`src/pkg/ubc_pkg.sv`:
```
// Shared constants and types for the serial channel core
// Behaviour
// - Oscillator divided by sixteen, then by divisor 1..65535, gives the 16X clock.
// - Divisor high byte forms upper eight bits, low byte the lower eight.
// - One baud generator clocks both transmitter and receiver.
// - Host register access works with the oscillator stopped.
// - Transmitter holds each serial bit for sixteen 16X clocks.
// - Frame is start low, data bits, optional parity, then stop bits.
// - Data goes out least significant bit first.
// - With FIFO on, each holding write pushes into the sixteen-entry FIFO unless it is full.
// - Without FIFO, holding-empty sets when the byte moves to the shifter.
// - Holding-empty raises transmit interrupt only when its enable is set.
// - Without FIFO, transmitter-empty sets once the shifter is done.
// - In FIFO mode holding-empty sets whenever the transmit FIFO is empty.
// - In FIFO mode transmitter-empty needs FIFO and shifter both empty.
// - Falling edge starts count; after eight clocks start must still be low.
// - Every later bit is sampled once at its centre.
// - Each stored byte carries error tags; a read shows the next byte's tags.
// - Receive ready fires per character or at trigger level, gated by enable.
// - Eight-bit receive shifter feeds a sixteen-entry FIFO headed by holding.
// - Word length setting selects 5 to 8 data bits both ways.
// - A holding read returns the oldest received character.
package ubc_pkg;
  localparam int OSC_PRESCALE = 16;
  localparam int BIT_TICKS = 16;
  localparam int FIFO_DEPTH = 16;
  localparam int RX_ENTRY_W = 11;
  localparam int TO_WORDS = 4;
  localparam int TO_EXTRA_BITS = 12;
  localparam logic [3:0] START_CHECK = 4'h7;
  localparam logic [3:0] BIT_LAST = 4'hf;
  // Receive entry tag positions
  localparam int TAG_PAR = 8;
  localparam int TAG_FRM = 9;
  localparam int TAG_BRK = 10;
  // Interrupt enable bits
  localparam int IE_RX = 0;
  localparam int IE_TX = 1;
  // Interrupt status codes
  localparam logic [3:0] IS_NONE = 4'h1;
  localparam logic [3:0] IS_TXEMPTY = 4'h2;
  localparam logic [3:0] IS_RXDATA = 4'h4;
  localparam logic [3:0] IS_TIMEOUT = 4'hc;
  // Receive trigger levels
  localparam logic [4:0] TRIG_L0 = 5'h01;
  localparam logic [4:0] TRIG_L1 = 5'h04;
  localparam logic [4:0] TRIG_L2 = 5'h08;
  localparam logic [4:0] TRIG_L3 = 5'h0e;
  typedef enum logic [2:0] {
    TX_IDLE = 3'b000, TX_START = 3'b001, TX_DATA = 3'b010,
    TX_PARITY = 3'b011, TX_STOP = 3'b100
  } ubc_tx_state_t;
  typedef enum logic [2:0] {
    RX_IDLE = 3'b000, RX_START = 3'b001, RX_DATA = 3'b010,
    RX_PARITY = 3'b011, RX_STOP = 3'b100
  } ubc_rx_state_t;
endpackage

```
`src/pkg/ubc_fifo_if.sv`:
```
// Push and pop signals between the core and a FIFO store
`timescale 1ns/1ps
interface ubc_fifo_if #(
  parameter int WIDTH = 8,
  parameter int DEPTH = 16
);
  localparam int CW = $clog2(DEPTH + 1);
  logic push;
  logic [WIDTH-1:0] pushData;
  logic pop;
  logic [WIDTH-1:0] popData;
  logic [CW-1:0] count;
  logic empty;
  logic full;
  modport store(input push, pushData, pop,
                output popData, count, empty, full);
  modport user(output push, pushData, pop,
               input popData, count, empty, full);
endinterface

```
`src/hw/ubc_fifo.sv`:
```
// FIFO store with registered head output
`timescale 1ns/1ps
module ubc_fifo #(
  parameter int WIDTH = 8,
  parameter int DEPTH = 16
) (
  input wire logic ref_clk,
  input wire logic rstN,
  input wire logic ce,
  ubc_fifo_if.store port
);
  localparam int AW = $clog2(DEPTH);
  localparam int CW = $clog2(DEPTH + 1);
  logic [WIDTH-1:0] mem [DEPTH];
  logic [AW-1:0] wrPtr;
  logic [AW-1:0] rdPtr;
  logic [AW-1:0] nextRd;
  logic [CW-1:0] cnt;

  assign nextRd = port.pop ? rdPtr + 1'b1 : rdPtr;
  assign port.count = cnt;
  assign port.empty = (cnt == '0);
  assign port.full = (cnt == CW'(DEPTH));

  // Storage array, no reset
  always_ff @(posedge ref_clk) begin
    if (ce && port.push) begin
      mem[wrPtr] <= port.pushData;
    end
  end

  // Pointers and fill count
  always_ff @(posedge ref_clk or negedge rstN) begin
    if (!rstN) begin
      wrPtr <= '0;
      rdPtr <= '0;
      cnt <= '0;
    end else if (ce) begin
      if (port.push) wrPtr <= wrPtr + 1'b1;
      rdPtr <= nextRd;
      cnt <= cnt + CW'(port.push) - CW'(port.pop);
    end
  end

  // Head register, forwarded when writing the next head slot
  always_ff @(posedge ref_clk or negedge rstN) begin
    if (!rstN) begin
      port.popData <= '0;
    end else if (ce) begin
      if (port.push && wrPtr == nextRd) port.popData <= port.pushData;
      else port.popData <= mem[nextRd];
    end
  end
endmodule // ubc_fifo

```
`src/hw/ubc_baud_gen.sv`:
```
// Oscillator sampler and 16X baud tick generator
`timescale 1ns/1ps
module ubc_baud_gen
  import ubc_pkg::*;
(
  input wire logic ref_clk,
  input wire logic rstN,
  input wire logic ce,
  input wire logic oscIn,
  input wire logic [15:0] divisor,
  output logic tick16,
  output logic oscOut
);
  logic osc1, osc2, osc3, oscLevel, oscRise;
  logic [3:0] preCnt;
  logic [15:0] divCnt;

  assign oscRise = !oscLevel && (osc2 == osc3) && osc3;

  // Three-stage sampler of the oscillator pin
  always_ff @(posedge ref_clk or negedge rstN) begin
    if (!rstN) begin
      osc1 <= 1'b0;
      osc2 <= 1'b0;
      osc3 <= 1'b0;
      oscLevel <= 1'b0;
      oscOut <= 1'b1;
    end else if (ce) begin
      osc1 <= oscIn;
      osc2 <= osc1;
      osc3 <= osc2;
      if (osc2 == osc3) oscLevel <= osc3;
      oscOut <= ~oscLevel;
    end
  end

  // Divide by sixteen, then by the divisor
  always_ff @(posedge ref_clk or negedge rstN) begin
    if (!rstN) begin
      preCnt <= '0;
      divCnt <= '0;
      tick16 <= 1'b0;
    end else if (ce) begin
      tick16 <= 1'b0;
      if (oscRise) begin
        preCnt <= preCnt + 1'b1;
        if (preCnt == 4'(OSC_PRESCALE - 1)) begin
          if (divisor == '0) begin
            divCnt <= '0;
          end else if (divCnt >= divisor - 1'b1) begin
            divCnt <= '0;
            tick16 <= 1'b1;
          end else begin
            divCnt <= divCnt + 1'b1;
          end
        end
      end
    end
  end
endmodule // ubc_baud_gen

```
`src/hw/ubc_uart_core.sv`:
```
// Serial channel core: baud, transmitter and receiver with FIFOs
`timescale 1ns/1ps
module ubc_uart_core
  import ubc_pkg::*;
#(
  parameter int DEPTH = FIFO_DEPTH
) (
  input wire logic ref_clk,
  input wire logic arst_n,
  input wire logic ce,
  input wire logic oscIn,
  output logic oscOut,
  input wire logic rxIn,
  output logic txOut,
  input wire logic [7:0] divisorHighByte,
  input wire logic [7:0] divisorLowByte,
  input wire logic fifoEnable,
  input wire logic [1:0] wordLength,
  input wire logic stopBits,
  input wire logic parityEnable,
  input wire logic evenParity,
  input wire logic [1:0] rxTrigger,
  input wire logic [1:0] intEnable,
  input wire logic txWrite,
  input wire logic [7:0] txData,
  input wire logic rxRead,
  output logic [7:0] rxData,
  output logic [7:0] lineStatus,
  output logic [3:0] intStatus
);
  logic rstMeta, rstN;
  logic tick16;
  logic [15:0] divisor;
  logic [3:0] dataBits;

  // Reset release through two flops
  always_ff @(posedge ref_clk or negedge arst_n) begin
    if (!arst_n) begin
      rstMeta <= 1'b0;
      rstN <= 1'b0;
    end else begin
      rstMeta <= 1'b1;
      rstN <= rstMeta;
    end
  end

  // Divisor and word length
  assign divisor = {divisorHighByte, divisorLowByte};
  assign dataBits = 4'h5 + {2'b00, wordLength};

  // One generator shared by both directions
  ubc_baud_gen baud_generator (
    .ref_clk(ref_clk),
    .rstN(rstN),
    .ce(ce),
    .oscIn(oscIn),
    .divisor(divisor),
    .tick16(tick16),
    .oscOut(oscOut)
  );

  ubc_fifo_if #(.WIDTH(8), .DEPTH(DEPTH)) txf ();
  ubc_fifo_if #(.WIDTH(RX_ENTRY_W), .DEPTH(DEPTH)) rxf ();

  ubc_fifo #(.WIDTH(8), .DEPTH(DEPTH)) tx_fifo (
    .ref_clk(ref_clk),
    .rstN(rstN),
    .ce(ce),
    .port(txf)
  );

  ubc_fifo #(.WIDTH(RX_ENTRY_W), .DEPTH(DEPTH)) rx_fifo (
    .ref_clk(ref_clk),
    .rstN(rstN),
    .ce(ce),
    .port(rxf)
  );

  // ---------------- transmitter ----------------
  ubc_tx_state_t txState;
  logic [7:0] tx_shift_reg;
  logic [3:0] txTick;
  logic [3:0] txBitCnt;
  logic txPar;
  logic txStopCnt;
  logic txFirst;
  logic txFullEff;
  logic txHoldEmpty;
  logic txAllEmpty;

  // Holding stage is one entry deep with FIFO off
  assign txFullEff = fifoEnable ? txf.full : !txf.empty;
  assign txf.push = ce && txWrite && !txFullEff;
  assign txf.pushData = txData;
  assign txf.pop = ce && tick16 && txState == TX_IDLE && !txf.empty;
  assign txHoldEmpty = txf.empty;
  assign txAllEmpty = txf.empty && txState == TX_IDLE;

  // Frame sequencer, one bit per sixteen ticks
  always_ff @(posedge ref_clk or negedge rstN) begin
    if (!rstN) begin
      txState <= TX_IDLE;
      tx_shift_reg <= '0;
      txTick <= '0;
      txBitCnt <= '0;
      txPar <= 1'b0;
      txStopCnt <= 1'b0;
      txFirst <= 1'b0;
      txOut <= 1'b1;
    end else if (ce && tick16) begin
      if (txState == TX_IDLE) begin
        txOut <= 1'b1;
        if (!txf.empty) begin
          tx_shift_reg <= txf.popData;
          txFirst <= txf.popData[0];
          txTick <= '0;
          txOut <= 1'b0;
          txState <= TX_START;
        end
      end else begin
        txTick <= txTick + 1'b1;
        if (txTick == BIT_LAST) begin
          case (txState)
            TX_START: begin
              txOut <= tx_shift_reg[0];
              txPar <= tx_shift_reg[0];
              tx_shift_reg <= {1'b0, tx_shift_reg[7:1]};
              txBitCnt <= 4'h1;
              txState <= TX_DATA;
            end
            TX_DATA: begin
              if (txBitCnt == dataBits) begin
                txStopCnt <= 1'b0;
                if (parityEnable) begin
                  txOut <= txPar ^ ~evenParity;
                  txState <= TX_PARITY;
                end else begin
                  txOut <= 1'b1;
                  txState <= TX_STOP;
                end
              end else begin
                txOut <= tx_shift_reg[0];
                txPar <= txPar ^ tx_shift_reg[0];
                tx_shift_reg <= {1'b0, tx_shift_reg[7:1]};
                txBitCnt <= txBitCnt + 1'b1;
              end
            end
            TX_PARITY: begin
              txOut <= 1'b1;
              txState <= TX_STOP;
            end
            TX_STOP: begin
              if (stopBits && !txStopCnt) begin
                txStopCnt <= 1'b1;
              end else begin
                txState <= TX_IDLE;
              end
            end
            default: txState <= TX_IDLE;
          endcase
        end
      end
    end
  end

  // ---------------- receiver ----------------
  ubc_rx_state_t rxState;
  logic rxS1, rxS2, rxS3, rxLine, rxFall;
  logic [7:0] rx_shift_reg;
  logic [7:0] rxChar;
  logic [3:0] rxTick;
  logic [3:0] rxBitCnt;
  logic rxPar;
  logic rxParBit;
  logic rxFullEff;
  logic rxSampleStop;
  logic rxParErr;
  logic rxBreak;

  // Three-stage line sampler
  always_ff @(posedge ref_clk or negedge rstN) begin
    if (!rstN) begin
      rxS1 <= 1'b1;
      rxS2 <= 1'b1;
      rxS3 <= 1'b1;
      rxLine <= 1'b1;
    end else if (ce) begin
      rxS1 <= rxIn;
      rxS2 <= rxS1;
      rxS3 <= rxS2;
      if (rxS2 == rxS3) rxLine <= rxS3;
    end
  end

  assign rxFall = rxLine && (rxS2 == rxS3) && !rxS3;

  // Character alignment and tags
  assign rxChar = rx_shift_reg >> (2'd3 - wordLength);
  assign rxParErr = parityEnable && (rxParBit != (rxPar ^ ~evenParity));
  assign rxBreak = (rxChar == 8'h00) && !rxLine
                   && !(parityEnable && rxParBit);
  assign rxSampleStop = ce && tick16 && rxState == RX_STOP
                        && rxTick == BIT_LAST;
  assign rxFullEff = fifoEnable ? rxf.full : !rxf.empty;
  assign rxf.push = rxSampleStop && !rxFullEff;
  assign rxf.pushData = {rxBreak, !rxLine, rxParErr, rxChar};
  assign rxf.pop = ce && rxRead && !rxf.empty;

  // Start validation and centre sampling
  always_ff @(posedge ref_clk or negedge rstN) begin
    if (!rstN) begin
      rxState <= RX_IDLE;
      rx_shift_reg <= '0;
      rxTick <= '0;
      rxBitCnt <= '0;
      rxPar <= 1'b0;
      rxParBit <= 1'b0;
    end else if (ce) begin
      if (rxState == RX_IDLE) begin
        if (rxFall) begin
          rxTick <= '0;
          rxState <= RX_START;
        end
      end else if (tick16) begin
        rxTick <= rxTick + 1'b1;
        case (rxState)
          RX_START: begin
            if (rxTick == START_CHECK) begin
              rxTick <= '0;
              rxBitCnt <= '0;
              rxPar <= 1'b0;
              rxParBit <= 1'b0;
              if (rxLine) rxState <= RX_IDLE;
              else rxState <= RX_DATA;
            end
          end
          RX_DATA: begin
            if (rxTick == BIT_LAST) begin
              rx_shift_reg <= {rxLine, rx_shift_reg[7:1]};
              rxPar <= rxPar ^ rxLine;
              rxBitCnt <= rxBitCnt + 1'b1;
              if (rxBitCnt == dataBits - 1'b1) begin
                if (parityEnable) rxState <= RX_PARITY;
                else rxState <= RX_STOP;
              end
            end
          end
          RX_PARITY: begin
            if (rxTick == BIT_LAST) begin
              rxParBit <= rxLine;
              rxState <= RX_STOP;
            end
          end
          RX_STOP: begin
            if (rxTick == BIT_LAST) rxState <= RX_IDLE;
          end
          default: rxState <= RX_IDLE;
        endcase
      end
    end
  end

  // ---------------- time-out and status ----------------
  logic [9:0] toCnt;
  logic [9:0] toLimit;
  logic [3:0] charBits;
  logic rxTimeout;
  logic rxReady;
  logic [4:0] trigLevel;

  // Frame length in bits: start, data, parity, stop
  assign charBits = 4'h2 + dataBits + {3'b000, parityEnable}
                    + {3'b000, stopBits};
  assign toLimit = 10'(({6'h00, charBits} * 10'(TO_WORDS)
                   + 10'(TO_EXTRA_BITS)) * 10'(BIT_TICKS));

  // Idle-line counter in 16X ticks
  always_ff @(posedge ref_clk or negedge rstN) begin
    if (!rstN) begin
      toCnt <= '0;
    end else if (ce) begin
      if (rxf.push || rxf.pop || rxf.empty) toCnt <= '0;
      else if (tick16 && toCnt != toLimit) toCnt <= toCnt + 1'b1;
    end
  end

  assign rxTimeout = (toCnt == toLimit) && !rxf.empty;

  always_comb begin
    case (rxTrigger)
      2'b00: trigLevel = TRIG_L0;
      2'b01: trigLevel = TRIG_L1;
      2'b10: trigLevel = TRIG_L2;
      default: trigLevel = TRIG_L3;
    endcase
  end

  // Per character without FIFO, trigger level with it
  assign rxReady = fifoEnable ? (rxf.count >= trigLevel)
                              : !rxf.empty;

  // Interrupt status, highest priority first
  always_comb begin
    if (intEnable[IE_RX] && rxTimeout) intStatus = IS_TIMEOUT;
    else if (intEnable[IE_RX] && rxReady) intStatus = IS_RXDATA;
    else if (intEnable[IE_TX] && txHoldEmpty) begin
      intStatus = IS_TXEMPTY;
    end else intStatus = IS_NONE;
  end

  // Head data and tags of the oldest byte
  assign rxData = rxf.popData[7:0];
  assign lineStatus = {1'b0, txAllEmpty, txHoldEmpty,
                       rxf.empty ? 3'h0 : rxf.popData[TAG_BRK:TAG_PAR],
                       1'b0, !rxf.empty};
endmodule // ubc_uart_core

```
`config.mk`:
```
export PLATFORM = sky130hd
export DESIGN_NAME = ubc_uart_core
export DESIGN_NICKNAME = d
export VERILOG_FILES = /design/src/pkg/ubc_pkg.sv /design/src/pkg/ubc_fifo_if.sv /design/src/hw/ubc_fifo.sv /design/src/hw/ubc_baud_gen.sv /design/src/hw/ubc_uart_core.sv
export SDC_FILE = /design/constraint.sdc
export NUM_CORES = 1
export LEC_CHECK = 0
export BUFFER_PORTS_ARGS = -buffer_cell sky130_fd_sc_hd__buf_4
export CORE_AREA = 4 4 241 290
export CTS_BUF_LIST = sky130_fd_sc_hd__clkbuf_8
export DETAILED_ROUTE_END_ITERATION = 10
export DIE_AREA = 0 0 245 294
export PLACE_DENSITY_LB_ADDON = 0.3
export SLEW_MARGIN = 20
export SYNTH_ARGS = -nofsm -noshare
export SYNTH_HDL_FRONTEND = slang
export SYNTH_HIERARCHICAL = 1
export SYNTH_SLANG_ARGS = --single-unit
export TNS_END_PERCENT = 20
```
`constraint.sdc`:
```
create_clock -name ref_clk -period 5.8 [get_ports ref_clk]
set_input_delay 0 -clock ref_clk [delete_from_list [all_inputs] [get_ports ref_clk]]
set_output_delay 0 -clock ref_clk [all_outputs]
set_load 0.05 [all_outputs]
```
==> out/summary.log, run 1 <==
[outcome] outcome completed
[setup_path] R2R cell count 8
[sta] number of failing hold endpoints at the final stage 0
[yosys] flip-flop and latch count after synthesis 434
[worst_hold_path] number of cells traversed by the worst hold path 5
[yosys] post-synthesis sequential area ratio 53.27%
[sta] Max Clock Freq 248.4 MHz
[layout] Synth-to-Final Area Change 11.81%
[yosys] compound-gate portion of the synthesized area 13.10%
[yosys] top cells by area in the synthesized netlist sky130_fd_sc_hd__edfxtp_1 (39%), sky130_fd_sc_hd__dfrtp_1 (13%), sky130_fd_sc_hd__mux2i_1 (12%), sky130_fd_sc_hd__o22ai_1 (3.7%), sky130_fd_sc_hd__ha_1 (3.0%)
[detailed_routing] first-iteration detailed-routing DRC count 876
[power] Lkg Pwr 9.556 nW
[clocking] Gates resized, CTS repair 0
[yosys] Avg Cell Area, Syn 12.34 um^2
[sta] final setup fails 0
[floorplan] row count 104
[setup_path] Data required, critical path 6080 ps
[setup_path] total number of cells along the worst setup path 8
[setup_path] internal reg-to-reg setup slack 1770 ps
[clocking] H-tree levels 3
[floorplan] Starting Density 34.77%
[detailed_routing] Initial DRT Pass Iterations 5
[sta] Period Utilization, post-route 69.40%
[power] clock share of power 30.9%
[global_routing] total congestion overflow after global routing 0
[yosys] cells after synthesis 1,884
[layout] count of nets after finishing 2,039
[yosys] count of flip-flops with a built-in enable after synthesis 304
[sta] max-slew violations 0
[power] sw power 2.943 mW
[placement] post-DP HPWL 38.48 mm
[yosys] portion of synthesized cell area occupied by the leading cell type 39.25%
[floorplan] Vert. Die Dim 294 um
[placement] number of port buffers 60
[placement] routability congestion estimate 0.8059
[layout] final instance area 26,000 um^2
[global_routing] first-pass GRT wire length 90.83 mm
[setup_path] arrival time worst endpoint 4300 ps
[layout] largest register by flop count rx_fifo/mem
[detailed_routing] detail-routed via count per cell 5.434
[floorplan] die width 245 um
[sta] worst setup skew after layout 48.39 ps
[yosys] xor/xnor cell area share of the yosys netlist 3.309%
[power] Cell Int Power 5.847 mW
[sta] shortest clock period the worst path allows after layout 4025 ps
[clocking] clock-pin slew on the worst setup and hold paths 60 ps
[setup_path] Worst Setup SP tx_fifo/port.count[3]$_DFFE_PN0P_
[yosys] commonest cells in the synthesized netlist sky130_fd_sc_hd__edfxtp_1 (304), sky130_fd_sc_hd__mux2i_1 (287), sky130_fd_sc_hd__o22ai_1 (136)
[setup_path] worst stage delay on the critical path 800 ps
[yosys] combinational family with the most area after synthesis multiplexers
[setup_path] slowest stage cell on the critical path sky130_fd_sc_hd__a211oi_1
[setup_path] count of buffer and inverter cells on the critical path 1
[power] combinational cell fraction of total power 27.1%
[power] total power consumption of the routed design 8.790 mW
[yosys] post-synthesis instance area 23,260 um^2
[global_routing] Global Route met2 Usage 29.06%
[setup_path] startpoint-to-endpoint class of the critical path reg2reg
[worst_hold_path] type of the tightest min-delay check in2reg
[sta] unrepaired setup endpoints after global routing false
[yosys] Unique masters post-synth 95
[global_routing] number of antenna violations at the first check in global routing 1
[clocking] TritonCTS Buffers 78
[setup_path] ordered cell list for the critical path inv_1, ha_1, nor4b_2, nor2_1, a211oi_1, nand2_1, nor3_1, and2_1
[sta] Max-slew headroom 29.99%
[yosys] count leader, synth sky130_fd_sc_hd__edfxtp_1
[clocking] Clock Sink Count 434
[layout] flip-flop count of the largest register after layout 176
[global_routing] met1 routing resource usage after global routing 18.63%
[floorplan] Die Footprint 72,030 um^2
[layout] count of fill cells added during filler insertion 6,445
[detailed_routing] final routed wirelength across all metal layers 58.57 mm
[sta] Hold WS 98.23 ps
[yosys] synthesized-area fraction occupied by adder cells 3.271%
[layout] biggest regs rx_fifo/mem (176), tx_fifo/mem (128), baud_generator/divCnt (16)
[power] Flop pwr share 42.0%
[global_routing] global-route layer with the greatest usage met2
[detailed_routing] DRC Markers 0
[global_routing] met3 Use GR 2.752%
[power] switching share of power 33.48%
[setup_path] peak fanout along the critical path 8
[setup_path] worst reg2reg path startpoint tx_fifo/port.count[3]$_DFFE_PN0P_
[clocking] total setup buffers inserted after CTS 0
[setup_path] crit start category flop
[setup_path] Largest delay share family, worst path simple AND/OR/NAND/NOR gates
[yosys] post-synthesis mux area share 13.81%
[sta] total negative slack for setup checks 0 ps
[flow_run] max-cap violations 0
[global_routing] maximum number of pins on one net before global-route repair 178
[yosys] Yosys warning total 6
[global_routing] vias in the first global route 15,901
[power] power density of the placed cells 338.0 nW/um^2
[global_routing] aggregate global-route resource usage 15.96%
[yosys] asr flop ratio synth 29.95%
[worst_hold_path] hold wc startpoint wordLength[0]
[yosys] simple-gate share of the synthesized area 8.662%
[clocking] source-to-sink clock delay at the later pin of the worst-skew pair 660 ps
[clocking] CTS tree yes
[setup_path] Crit. End Element flop
[detailed_routing] DRT antenna net count 0
[sta] transition time at the pin with the least slew margin 1050 ps
[detailed_routing] average wire per cell in the routed design 20.16 um
[power] maximum resistive drop on vdd 0.2822 mV
[yosys] area leader, netlist sky130_fd_sc_hd__edfxtp_1
[yosys] Primary FF master, synth sky130_fd_sc_hd__edfxtp_1
[layout] fraction of layout instances using a drive strength above 1 12.88%
[floorplan] area of the core 66,880 um^2
[clocking] library cell used as clock root buffer sky130_fd_sc_hd__clkbuf_8
[placement] dpl cell area 24,190 um^2
[clocking] clock buffer depth 3
[floorplan] boundary pin count 63
[detailed_routing] routed via count 15,786
cell usage in the layout, fill, tap and decap left out, types with 54 or more instances in the layout:
master,netlist,routed
sky130_fd_sc_hd__ha_1,56,56
sky130_fd_sc_hd__nand2_1,72,71
sky130_fd_sc_hd__buf_4,19,75
sky130_fd_sc_hd__o22ai_1,136,136
sky130_fd_sc_hd__dfrtp_1,124,121
sky130_fd_sc_hd__edfxtp_1,304,304
sky130_fd_sc_hd__clkbuf_8,0,84
sky130_fd_sc_hd__inv_1,62,89
sky130_fd_sc_hd__a21oi_1,62,62
sky130_fd_sc_hd__xnor2_1,54,54
sky130_fd_sc_hd__mux2i_1,287,287
through the flow:
step                      worst slack, ps  util [%]  cells
final                                1775     38.88   2905
after global routing                 1641     38.88   2905
after CTS                            1808     38.74   2902
after detailed placement             1854     36.17   2734
after global placement               1752     36.17   2734
after floorplan                      1920         -   1885
layout make-up:
type                       count  area (um^2)  area share [%]
sequential                   434        12400           47.69
timing repair buffer         102        878.3           3.378
clock inverter                60        321.6           1.237
inverter                      64        240.2          0.9238
multi-input combinational   1259         9877           37.98
antenna                        1        2.502        0.009623
tap                          901         1127           4.335
clock buffer                  84         1156           4.446
timing repair:
item                       CTS  global route
setup endpoints to repair    0             0
hold endpoints to repair   228             0
hold buffers                24             0
final timing paths:
| path | end |
|---|---|
| setup reg to reg | tx_fifo/mem[0][5]$_DFFE_PP_ |
| max in group asynchronous | tx_fifo/rdPtr[0]$_DFFE_PN0P_ |
| setup / recovery | tx_fifo/mem[0][5]$_DFFE_PP_ |
| hold / removal | txStopCnt$_DFFE_PN0P_ |
| hold reg to reg | rx_shift_reg[1]$_DFFE_PN0P_ |
| min in group asynchronous | rx_shift_reg[1]$_DFFE_PN0P_ |
worst register-to-register path, cell delays in order (launching register included):
cell                       delay (ps)
sky130_fd_sc_hd__dfrtp_1          400
sky130_fd_sc_hd__inv_1             90
sky130_fd_sc_hd__ha_1             160
sky130_fd_sc_hd__nor4b_2          790
sky130_fd_sc_hd__nor2_1            70
sky130_fd_sc_hd__a211oi_1         800
sky130_fd_sc_hd__nand2_1          310
sky130_fd_sc_hd__nor3_1           550
sky130_fd_sc_hd__and2_1           500
power groups by stage:
stage | Clock (mW) | Combinational (mW) | Sequential (mW)
4_1_cts | 2.82 | 2.39 | 3.69
3_5_place_dp | 0 | 2.37 | 3.75
2_1_floorplan | 0 | 1.85 | 3.74
5_1_grt | 2.97 | 2.56 | 3.71
3_3_place_gp | 0 | 2.33 | 3.75
6_report | 2.72 | 2.38 | 3.69
per-layer routing:
metal  wire length [um]  vias to the layer above  share of wire (%)
met5                  0                        -                  0
met4               1982                        0                3.4
met3               2203                      114                3.8
met2              30510                      319                 52
met1              23870                     7962                 41
li1                   -                     7391                  -
cells by family after synthesis:
family          after synthesis
simple gates                370
xor+xnor                     83
fa+ha+maj                    59
mux                         313
compound gates              431
flops                       434
other cells                   2
buf+inv                     192
(Power assumes the default switching activity.)
==> run 2: changes to the inputs <==
- clock period: 5.8 -> 3.5 ns (I/O delays scaled with it)
==> run 2 against run 1 <==
  * Highest routed layer unchanged
  * Sequential power is 65% higher
  * Cell count rose by 1.0%
  * Non-clock buffer count rose by 43
==> out/summary.log, run 2 (same netlist as run 1, synthesis figures left out) <==
[setup_path] R2R cell count 11 [+3]
[sta] number of failing hold endpoints at the final stage 0 [unchanged]
[global_routing] total congestion overflow after global routing 0 [unchanged]
[power] total power consumption of the routed design 14.51 mW [+65%]
[sta] max-slew violations 0 [unchanged]
[layout] largest register by flop count rx_fifo/mem
[detailed_routing] routed via count 15,931 [+0.92%]
[placement] post-DP HPWL 38.07 mm [-1.1%]
[floorplan] die width 245 um [unchanged]
[layout] Synth-to-Final Area Change 13.28%
[layout] biggest regs rx_fifo/mem (176), tx_fifo/mem (128), baud_generator/divCnt (16)
[power] maximum resistive drop on vdd 0.4351 mV [+54%]
[detailed_routing] detail-routed via count per cell 5.428 [-0.11%]
[layout] flip-flop count of the largest register after layout 176 [unchanged]
[sta] transition time at the pin with the least slew margin 1067 ps [+16.73 ps]
[layout] final instance area 26,350 um^2 [+1.3%]
[clocking] clock buffer depth 3 [unchanged]
[floorplan] area of the core 66,880 um^2 [unchanged]
[layout] most common cell after layout, fill and taps aside sky130_fd_sc_hd__edfxtp_1
[detailed_routing] Initial DRT Pass Iterations 7 [+2]
[clocking] CTS tree yes
[floorplan] boundary pin count 63 [unchanged]
[layout] register area 12,400 um^2 [unchanged]
[floorplan] Die Footprint 72,030 um^2 [unchanged]
[detailed_routing] final routed wirelength across all metal layers 58.21 mm [-0.61%]
[outcome] outcome completed
[detailed_routing] average wire per cell in the routed design 19.83 um [-1.6%]
[layout] count of nets after finishing 2,080 [+2.0%]
[clocking] H-tree levels 3 [unchanged]
[detailed_routing] DRC Markers 0 [unchanged]
[power] power density of the placed cells 550.7 nW/um^2 [+63%]
[detailed_routing] DRT antenna net count 0 [unchanged]
[clocking] source-to-sink clock delay at the later pin of the worst-skew pair 680 ps [+20 ps]
[clocking] library cell used as clock root buffer sky130_fd_sc_hd__clkbuf_8
[placement] routability congestion estimate 0.7898 [-2.0%]
[clocking] total setup buffers inserted after CTS 0 [unchanged]
[setup_path] startpoint-to-endpoint class of the critical path reg2reg
[setup_path] peak fanout along the critical path 11 [+3]
[placement] dpl cell area 24,670 um^2 [+2.0%]
[global_routing] aggregate global-route resource usage 15.88% [-0.081 points]
[layout] fraction of layout instances using a drive strength above 1 14.55% [+1.7 points]
[sta] shortest clock period the worst path allows after layout 3254 ps [-771.9 ps]
[layout] commonest non-fill, non-tap cells in the layout sky130_fd_sc_hd__edfxtp_1 (304), sky130_fd_sc_hd__mux2i_1 (287), sky130_fd_sc_hd__o22ai_1 (136), sky130_fd_sc_hd__dfrtp_1 (121), sky130_fd_sc_hd__buf_4 (106)
[detailed_routing] first-iteration detailed-routing DRC count 944 [+7.8%]
[clocking] Clock Sink Count 434 [unchanged]
[global_routing] number of antenna violations at the first check in global routing 1 [unchanged]
[clocking] clock-pin slew on the worst setup and hold paths 60 ps [about the same]
[sta] final setup fails 0 [unchanged]
[layout] Antenna Cells 0 [-1]
[setup_path] arrival time worst endpoint 3640 ps [-660 ps]
[placement] number of port buffers 60 [unchanged]
[floorplan] Starting Density 34.77% [unchanged]
[flow_run] max-cap violations 0 [unchanged]
[power] Lkg Pwr 9.750 nW [+2.0%]
[global_routing] first-pass GRT wire length 90.25 mm [-0.65%]
[worst_hold_path] number of cells traversed by the worst hold path 4 [-1]
[setup_path] crit start category flop
[setup_path] Data required, critical path 3880 ps [-2200 ps]
[floorplan] Vert. Die Dim 294 um [unchanged]
[sta] Period Utilization, post-route 92.96% [+24 points]
[sta] unrepaired setup endpoints after global routing false
[sta] Max-slew headroom 28.87% [-1.1 points]
[sta] worst setup skew after layout 41.12 ps [-7.275 ps]
[global_routing] vias in the first global route 16,108 [+1.3%]
[layout] count of fill cells added during filler insertion 6,418 [-0.42%]
[global_routing] maximum number of pins on one net before global-route repair 133 [-25%]
[sta] Max Clock Freq 307.4 MHz [+24%]
[setup_path] Crit. End Element flop
[floorplan] row count 104 [unchanged]
[clocking] TritonCTS Buffers 76 [-2.6%]
[layout] area used by multi-input combinational logic 9866 um^2 [-0.11%]
[worst_hold_path] type of the tightest min-delay check in2reg
-- run 2: cell count changes in the layout (fill, tap and decap cells not counted), sizes merged --
cell,change
inv,-4
diode,-1
clkinv,-4
bufinv,-1
dlygate4sd3,+1
clkbuf,-1
clkinvlp,-2
buf,+42
-- run 2: timing repair --
item,4_1_cts,5_1_grt
setup endpoints to repair,0,190
resized for setup,0,2
hold buffers,25,0
hold endpoints to repair,193,0
-- run 2: stage by stage --
| stage | hold WS (ps) | utilization (%) | setup WS, ps | instances | setup TNS, ps |
|---|---|---|---|---|---|
| detailed placement | -213.3 | 36.88 | 41.61 | 2777 | 0 |
| CTS | 5.238 | 39.35 | 202.4 | 2934 | 0 |
| floorplan | -295.6 | - | -250.3 | 1885 | -250.3 |
| global route | 37.84 | 39.39 | 9.183 | 2935 | 0 |
| global placement | -213.2 | 36.88 | 88.44 | 2777 | 0 |
| finish | 86.27 | 39.39 | 246.5 | 2935 | 0 |
-- run 2: final timing paths --
path,to,startpoint,slack (ps)
max in group asynchronous,rx_fifo/rdPtr[0]$_DFFE_PN0P_,rstN$_DFF_PN0_,2240
min in group asynchronous,rx_fifo/port.count[1]$_DFFE_PN0P_,rstN$_DFF_PN0_,100
setup / recovery,rx_fifo/mem[8][7]$_DFFE_PP_,rx_fifo/port.count[3]$_DFFE_PN0P_,250
setup reg to reg,rx_fifo/mem[8][7]$_DFFE_PP_,rx_fifo/port.count[3]$_DFFE_PN0P_,250
hold / removal,rx_fifo/mem[10][5]$_DFFE_PP_,wordLength[0],90
hold reg to reg,rx_fifo/port.count[1]$_DFFE_PN0P_,rstN$_DFF_PN0_,100
-- run 2: worst max-delay path, stage by stage (launching register included) --
cell and delay [ps]:
sky130_fd_sc_hd__dfrtp_1 420, sky130_fd_sc_hd__inv_1 90, sky130_fd_sc_hd__ha_1 170, sky130_fd_sc_hd__nor4b_4 380
sky130_fd_sc_hd__nor2_1 110, sky130_fd_sc_hd__a211oi_2 340, sky130_fd_sc_hd__and3_1 390, sky130_fd_sc_hd__nand2_1 210
sky130_fd_sc_hd__nor3b_1 350, sky130_fd_sc_hd__buf_4 190, sky130_fd_sc_hd__and2_1 180, sky130_fd_sc_hd__buf_12 160
-- run 2: layout make-up --
type / count / area share, %
Timing Repair Buffer: 145 / 4.977
Clock buffer: 83 / 4.336
Multi-Input combinational cell: 1259 / 37.45
Inverter: 64 / 0.9119
Tap cell: 901 / 4.279
Sequential cell: 434 / 47.07
Clock inverter: 49 / 0.9783
-- run 2: per-layer routing --
| layer | share of wire [%] | track usage (%) |
|---|---|---|
| met1 | 41 | 18.42 |
| met2 | 52 | 29.16 |
| met3 | 3.9 | 2.388 |
| met4 | 3.5 | 6.709 |
| met5 | 0 | 0 |
-- run 2: power breakdown --
group | leakage (nW) | switching [mW] | internal, mW | total (mW)
Clock | 0.810 | 2.14 | 2.21 | 4.35
Combinational | 4.45 | 2.44 | 1.63 | 4.07
Sequential | 4.49 | 0.305 | 5.78 | 6.09
==> run 3: changes to the inputs <==
- BUFFER_PORTS_ARGS: -buffer_cell sky130_fd_sc_hd__buf_4 -> unset
- DONT_BUFFER_PORTS: unset -> 1
==> run 3 against run 2 <==
  * Non-clock buffer count shrank 55
  * Clock skew fell by 8.1 ps
  * Critical path depth fell by 1
  * Critical endpoint is now intStatus[1]
  * Largest power group unchanged
  * Highest routed layer unchanged
==> out/summary.log, run 3 (same netlist as run 1, synthesis figures left out) <==
[global_routing] vias in the first global route 15,763 [-2.1%]
[setup_path] internal reg-to-reg setup slack 380 ps [+130 ps]
[detailed_routing] routed via count 15,630 [-1.9%]
[placement] dpl cell area 24,080 um^2 [-2.4%]
[detailed_routing] detail-routed via count per cell 5.412 [-0.29%]
[placement] routability congestion estimate 0.8179 [+3.6%]
[power] power density of the placed cells 568.1 nW/um^2 [+3.2%]
[layout] count of nets after finishing 2,025 [-2.6%]
[sta] worst setup skew after layout 32.99 ps [-8.129 ps]
[clocking] total setup buffers inserted after CTS 0 [unchanged]
[clocking] library cell used as clock root buffer sky130_fd_sc_hd__clkbuf_8
[layout] flip-flop count of the largest register after layout 176 [unchanged]
[global_routing] Global Route met2 Usage 29.07% [-0.082 points]
[layout] fraction of layout instances using a drive strength above 1 12.69% [-1.9 points]
[worst_hold_path] type of the tightest min-delay check in2reg
[floorplan] area of the core 66,880 um^2 [unchanged]
[setup_path] startpoint-to-endpoint class of the critical path in2out
[detailed_routing] DRT antenna net count 0 [unchanged]
[sta] max-slew violations 0 [unchanged]
[layout] final instance area 26,070 um^2 [-1.1%]
[clocking] H-tree levels 3 [unchanged]
[detailed_routing] DRC Markers 0 [unchanged]
[layout] commonest non-fill, non-tap cells in the layout sky130_fd_sc_hd__edfxtp_1 (304), sky130_fd_sc_hd__mux2i_1 (287), sky130_fd_sc_hd__o22ai_1 (136), sky130_fd_sc_hd__dfrtp_1 (121), sky130_fd_sc_hd__clkbuf_8 (85)
[clocking] clock buffer depth 3 [unchanged]
[global_routing] met1 routing resource usage after global routing 19.46% [+1.0 points]
[detailed_routing] first-iteration detailed-routing DRC count 912 [-3.4%]
[sta] Period Utilization, post-route 93.54% [+0.58 points]
[flow_run] max-cap violations 0 [unchanged]
[global_routing] global-route layer with the greatest usage met2
[floorplan] Die Footprint 72,030 um^2 [unchanged]
[placement] number of port buffers 0 [-100%]
[detailed_routing] average wire per cell in the routed design 20.17 um [+1.7%]
[clocking] TritonCTS Buffers 76 [unchanged]
[setup_path] arrival time worst endpoint 3270 ps [-370 ps]
[sta] Hold WS 20.66 ps [-65.61 ps]
[placement] instance count after placement with tap cells included 2,714 [-2.3%]
[layout] area used by multi-input combinational logic 9867 um^2 [about the same]
[global_routing] met3 Use GR 2.479% [+0.091 points]
[sta] unrepaired setup endpoints after global routing false
[layout] most common cell after layout, fill and taps aside sky130_fd_sc_hd__edfxtp_1
[global_routing] aggregate global-route resource usage 15.97% [+0.087 points]
[floorplan] Starting Density 34.77% [unchanged]
[sta] final setup fails 0 [unchanged]
[power] maximum resistive drop on vdd 0.3256 mV [-25%]
[sta] Max Clock Freq 305.4 MHz [-0.62%]
[setup_path] Crit. End Element output pin
[global_routing] first-pass GRT wire length 90.76 mm [+0.57%]
[detailed_routing] final routed wirelength across all metal layers 58.25 mm [about the same]
[layout] register area 12,400 um^2 [unchanged]
[setup_path] Data required, critical path 3500 ps [-380 ps]
[placement] post-DP HPWL 37.88 mm [-0.51%]
[global_routing] maximum number of pins on one net before global-route repair 176 [+32%]
[sta] number of failing hold endpoints at the final stage 0 [unchanged]
[outcome] outcome completed
[clocking] Clock Sink Count 434 [unchanged]
[sta] shortest clock period the worst path allows after layout 3274 ps [+20.32 ps]
[floorplan] Vert. Die Dim 294 um [unchanged]
[layout] count of fill cells added during filler insertion 6,422 [+0.062%]
[setup_path] crit start category input port
[sta] Max-slew headroom 30.50% [+1.6 points]
[clocking] CTS tree yes
[clocking] clock-pin slew on the worst setup and hold paths 60 ps [about the same]
[layout] Synth-to-Final Area Change 12.08%
[floorplan] boundary pin count 63 [unchanged]
[setup_path] peak fanout along the critical path 12 [+1]
[layout] largest register by flop count rx_fifo/mem
[detailed_routing] Initial DRT Pass Iterations 5 [-2]
[clocking] source-to-sink clock delay at the later pin of the worst-skew pair 660 ps [-20 ps]
[layout] number of non-filler instances in the completed layout 2,888 [-1.6%]
[sta] transition time at the pin with the least slew margin 1040 ps [-26.59 ps]
[floorplan] die width 245 um [unchanged]
[global_routing] number of antenna violations at the first check in global routing 1 [unchanged]
[floorplan] row count 104 [unchanged]
[layout] biggest regs rx_fifo/mem (176), tx_fifo/mem (128), baud_generator/divCnt (16)
[power] Lkg Pwr 9.566 nW [-1.9%]
[global_routing] total congestion overflow after global routing 0 [unchanged]
run 3: cell types whose count changed in the layout (fill, tap and decap cells not counted), sizes merged:
cell,delta
buf,-62
clkinvlp,-1
clkbuf,+2
diode,+1
inv,-3
dlygate4sd3,+7
clkinv,+4
bufinv,+5
run 3: metal layers:
metal  up-vias  wire length [um]  share of wire (%)
li1       7363                 -                  -
met1      7874             24340                 42
met2       309             30350                 52
met3        84              2332                4.0
met4         0              1231                2.1
met5         -                 0                  0
run 3: cell type report:
class,count,share of cell area (%)
Antenna cell,1,0.009600
Clock buffer,85,4.488
Inverter,64,0.9216
Clock inverter,54,1.584
Tap cell,901,4.325
Sequential cell,434,47.57
Timing Repair Buffer,90,3.245
Multi-Input combinational cell,1259,37.85
run 3: worst max-delay path, stage by stage:
cell                            delay (ps)
sky130_fd_sc_hd__dlygate4sd3_1         740
sky130_fd_sc_hd__inv_1                 160
sky130_fd_sc_hd__ha_1                  410
sky130_fd_sc_hd__inv_1                  70
sky130_fd_sc_hd__ha_1                  310
sky130_fd_sc_hd__nand2_1                90
sky130_fd_sc_hd__mux2i_1               240
sky130_fd_sc_hd__xnor3_1               540
sky130_fd_sc_hd__a31oi_1               240
sky130_fd_sc_hd__o21a_1                450
run 3: stage by stage:
step                util [%]  power (mW)  setup slack [ps]  TNS (ps)
detailed placement     36.01       9.988             114.7         0
global route           38.97       15.54             7.537         0
finish                 38.97       14.81             226.1         0
global placement       36.00       9.913             182.3         0
CTS                    38.90       15.00             60.58         0
floorplan                  -       9.261            -250.3    -250.3
run 3: power by group:
| group | switching (mW) | internal [mW] | total [mW] |
|---|---|---|---|
| logic | 2.15 | 1.54 | 3.69 |
| clock network | 2.20 | 2.65 | 4.85 |
| registers | 0.494 | 5.78 | 6.27 |
run 3: final timing paths:
check                           cells past startpoint                               from                            to
min in group asynchronous                           2                             arst_n                rstN$_DFF_PN0_
worst max-delay path                               10                      wordLength[0]                  intStatus[1]
worst min register to register                      0                  rstMeta$_DFF_PN0_                rstN$_DFF_PN0_
worst max register to register                     10  rx_fifo/port.count[3]$_DFFE_PN0P_   rx_fifo/mem[4][3]$_DFFE_PP_
max in group asynchronous                           1                     rstN$_DFF_PN0_             txOut$_DFFE_PN1P_
worst min-delay path                                4                                 ce  rx_fifo/rdPtr[2]$_DFFE_PN0P_
run 3: repair_timing:
item / CTS / global route
resized for setup: 0 / 8
endpoints found under the setup margin: 0 / 113
hold endpoints to repair: 317 / 0
hold buffers: 33 / 0
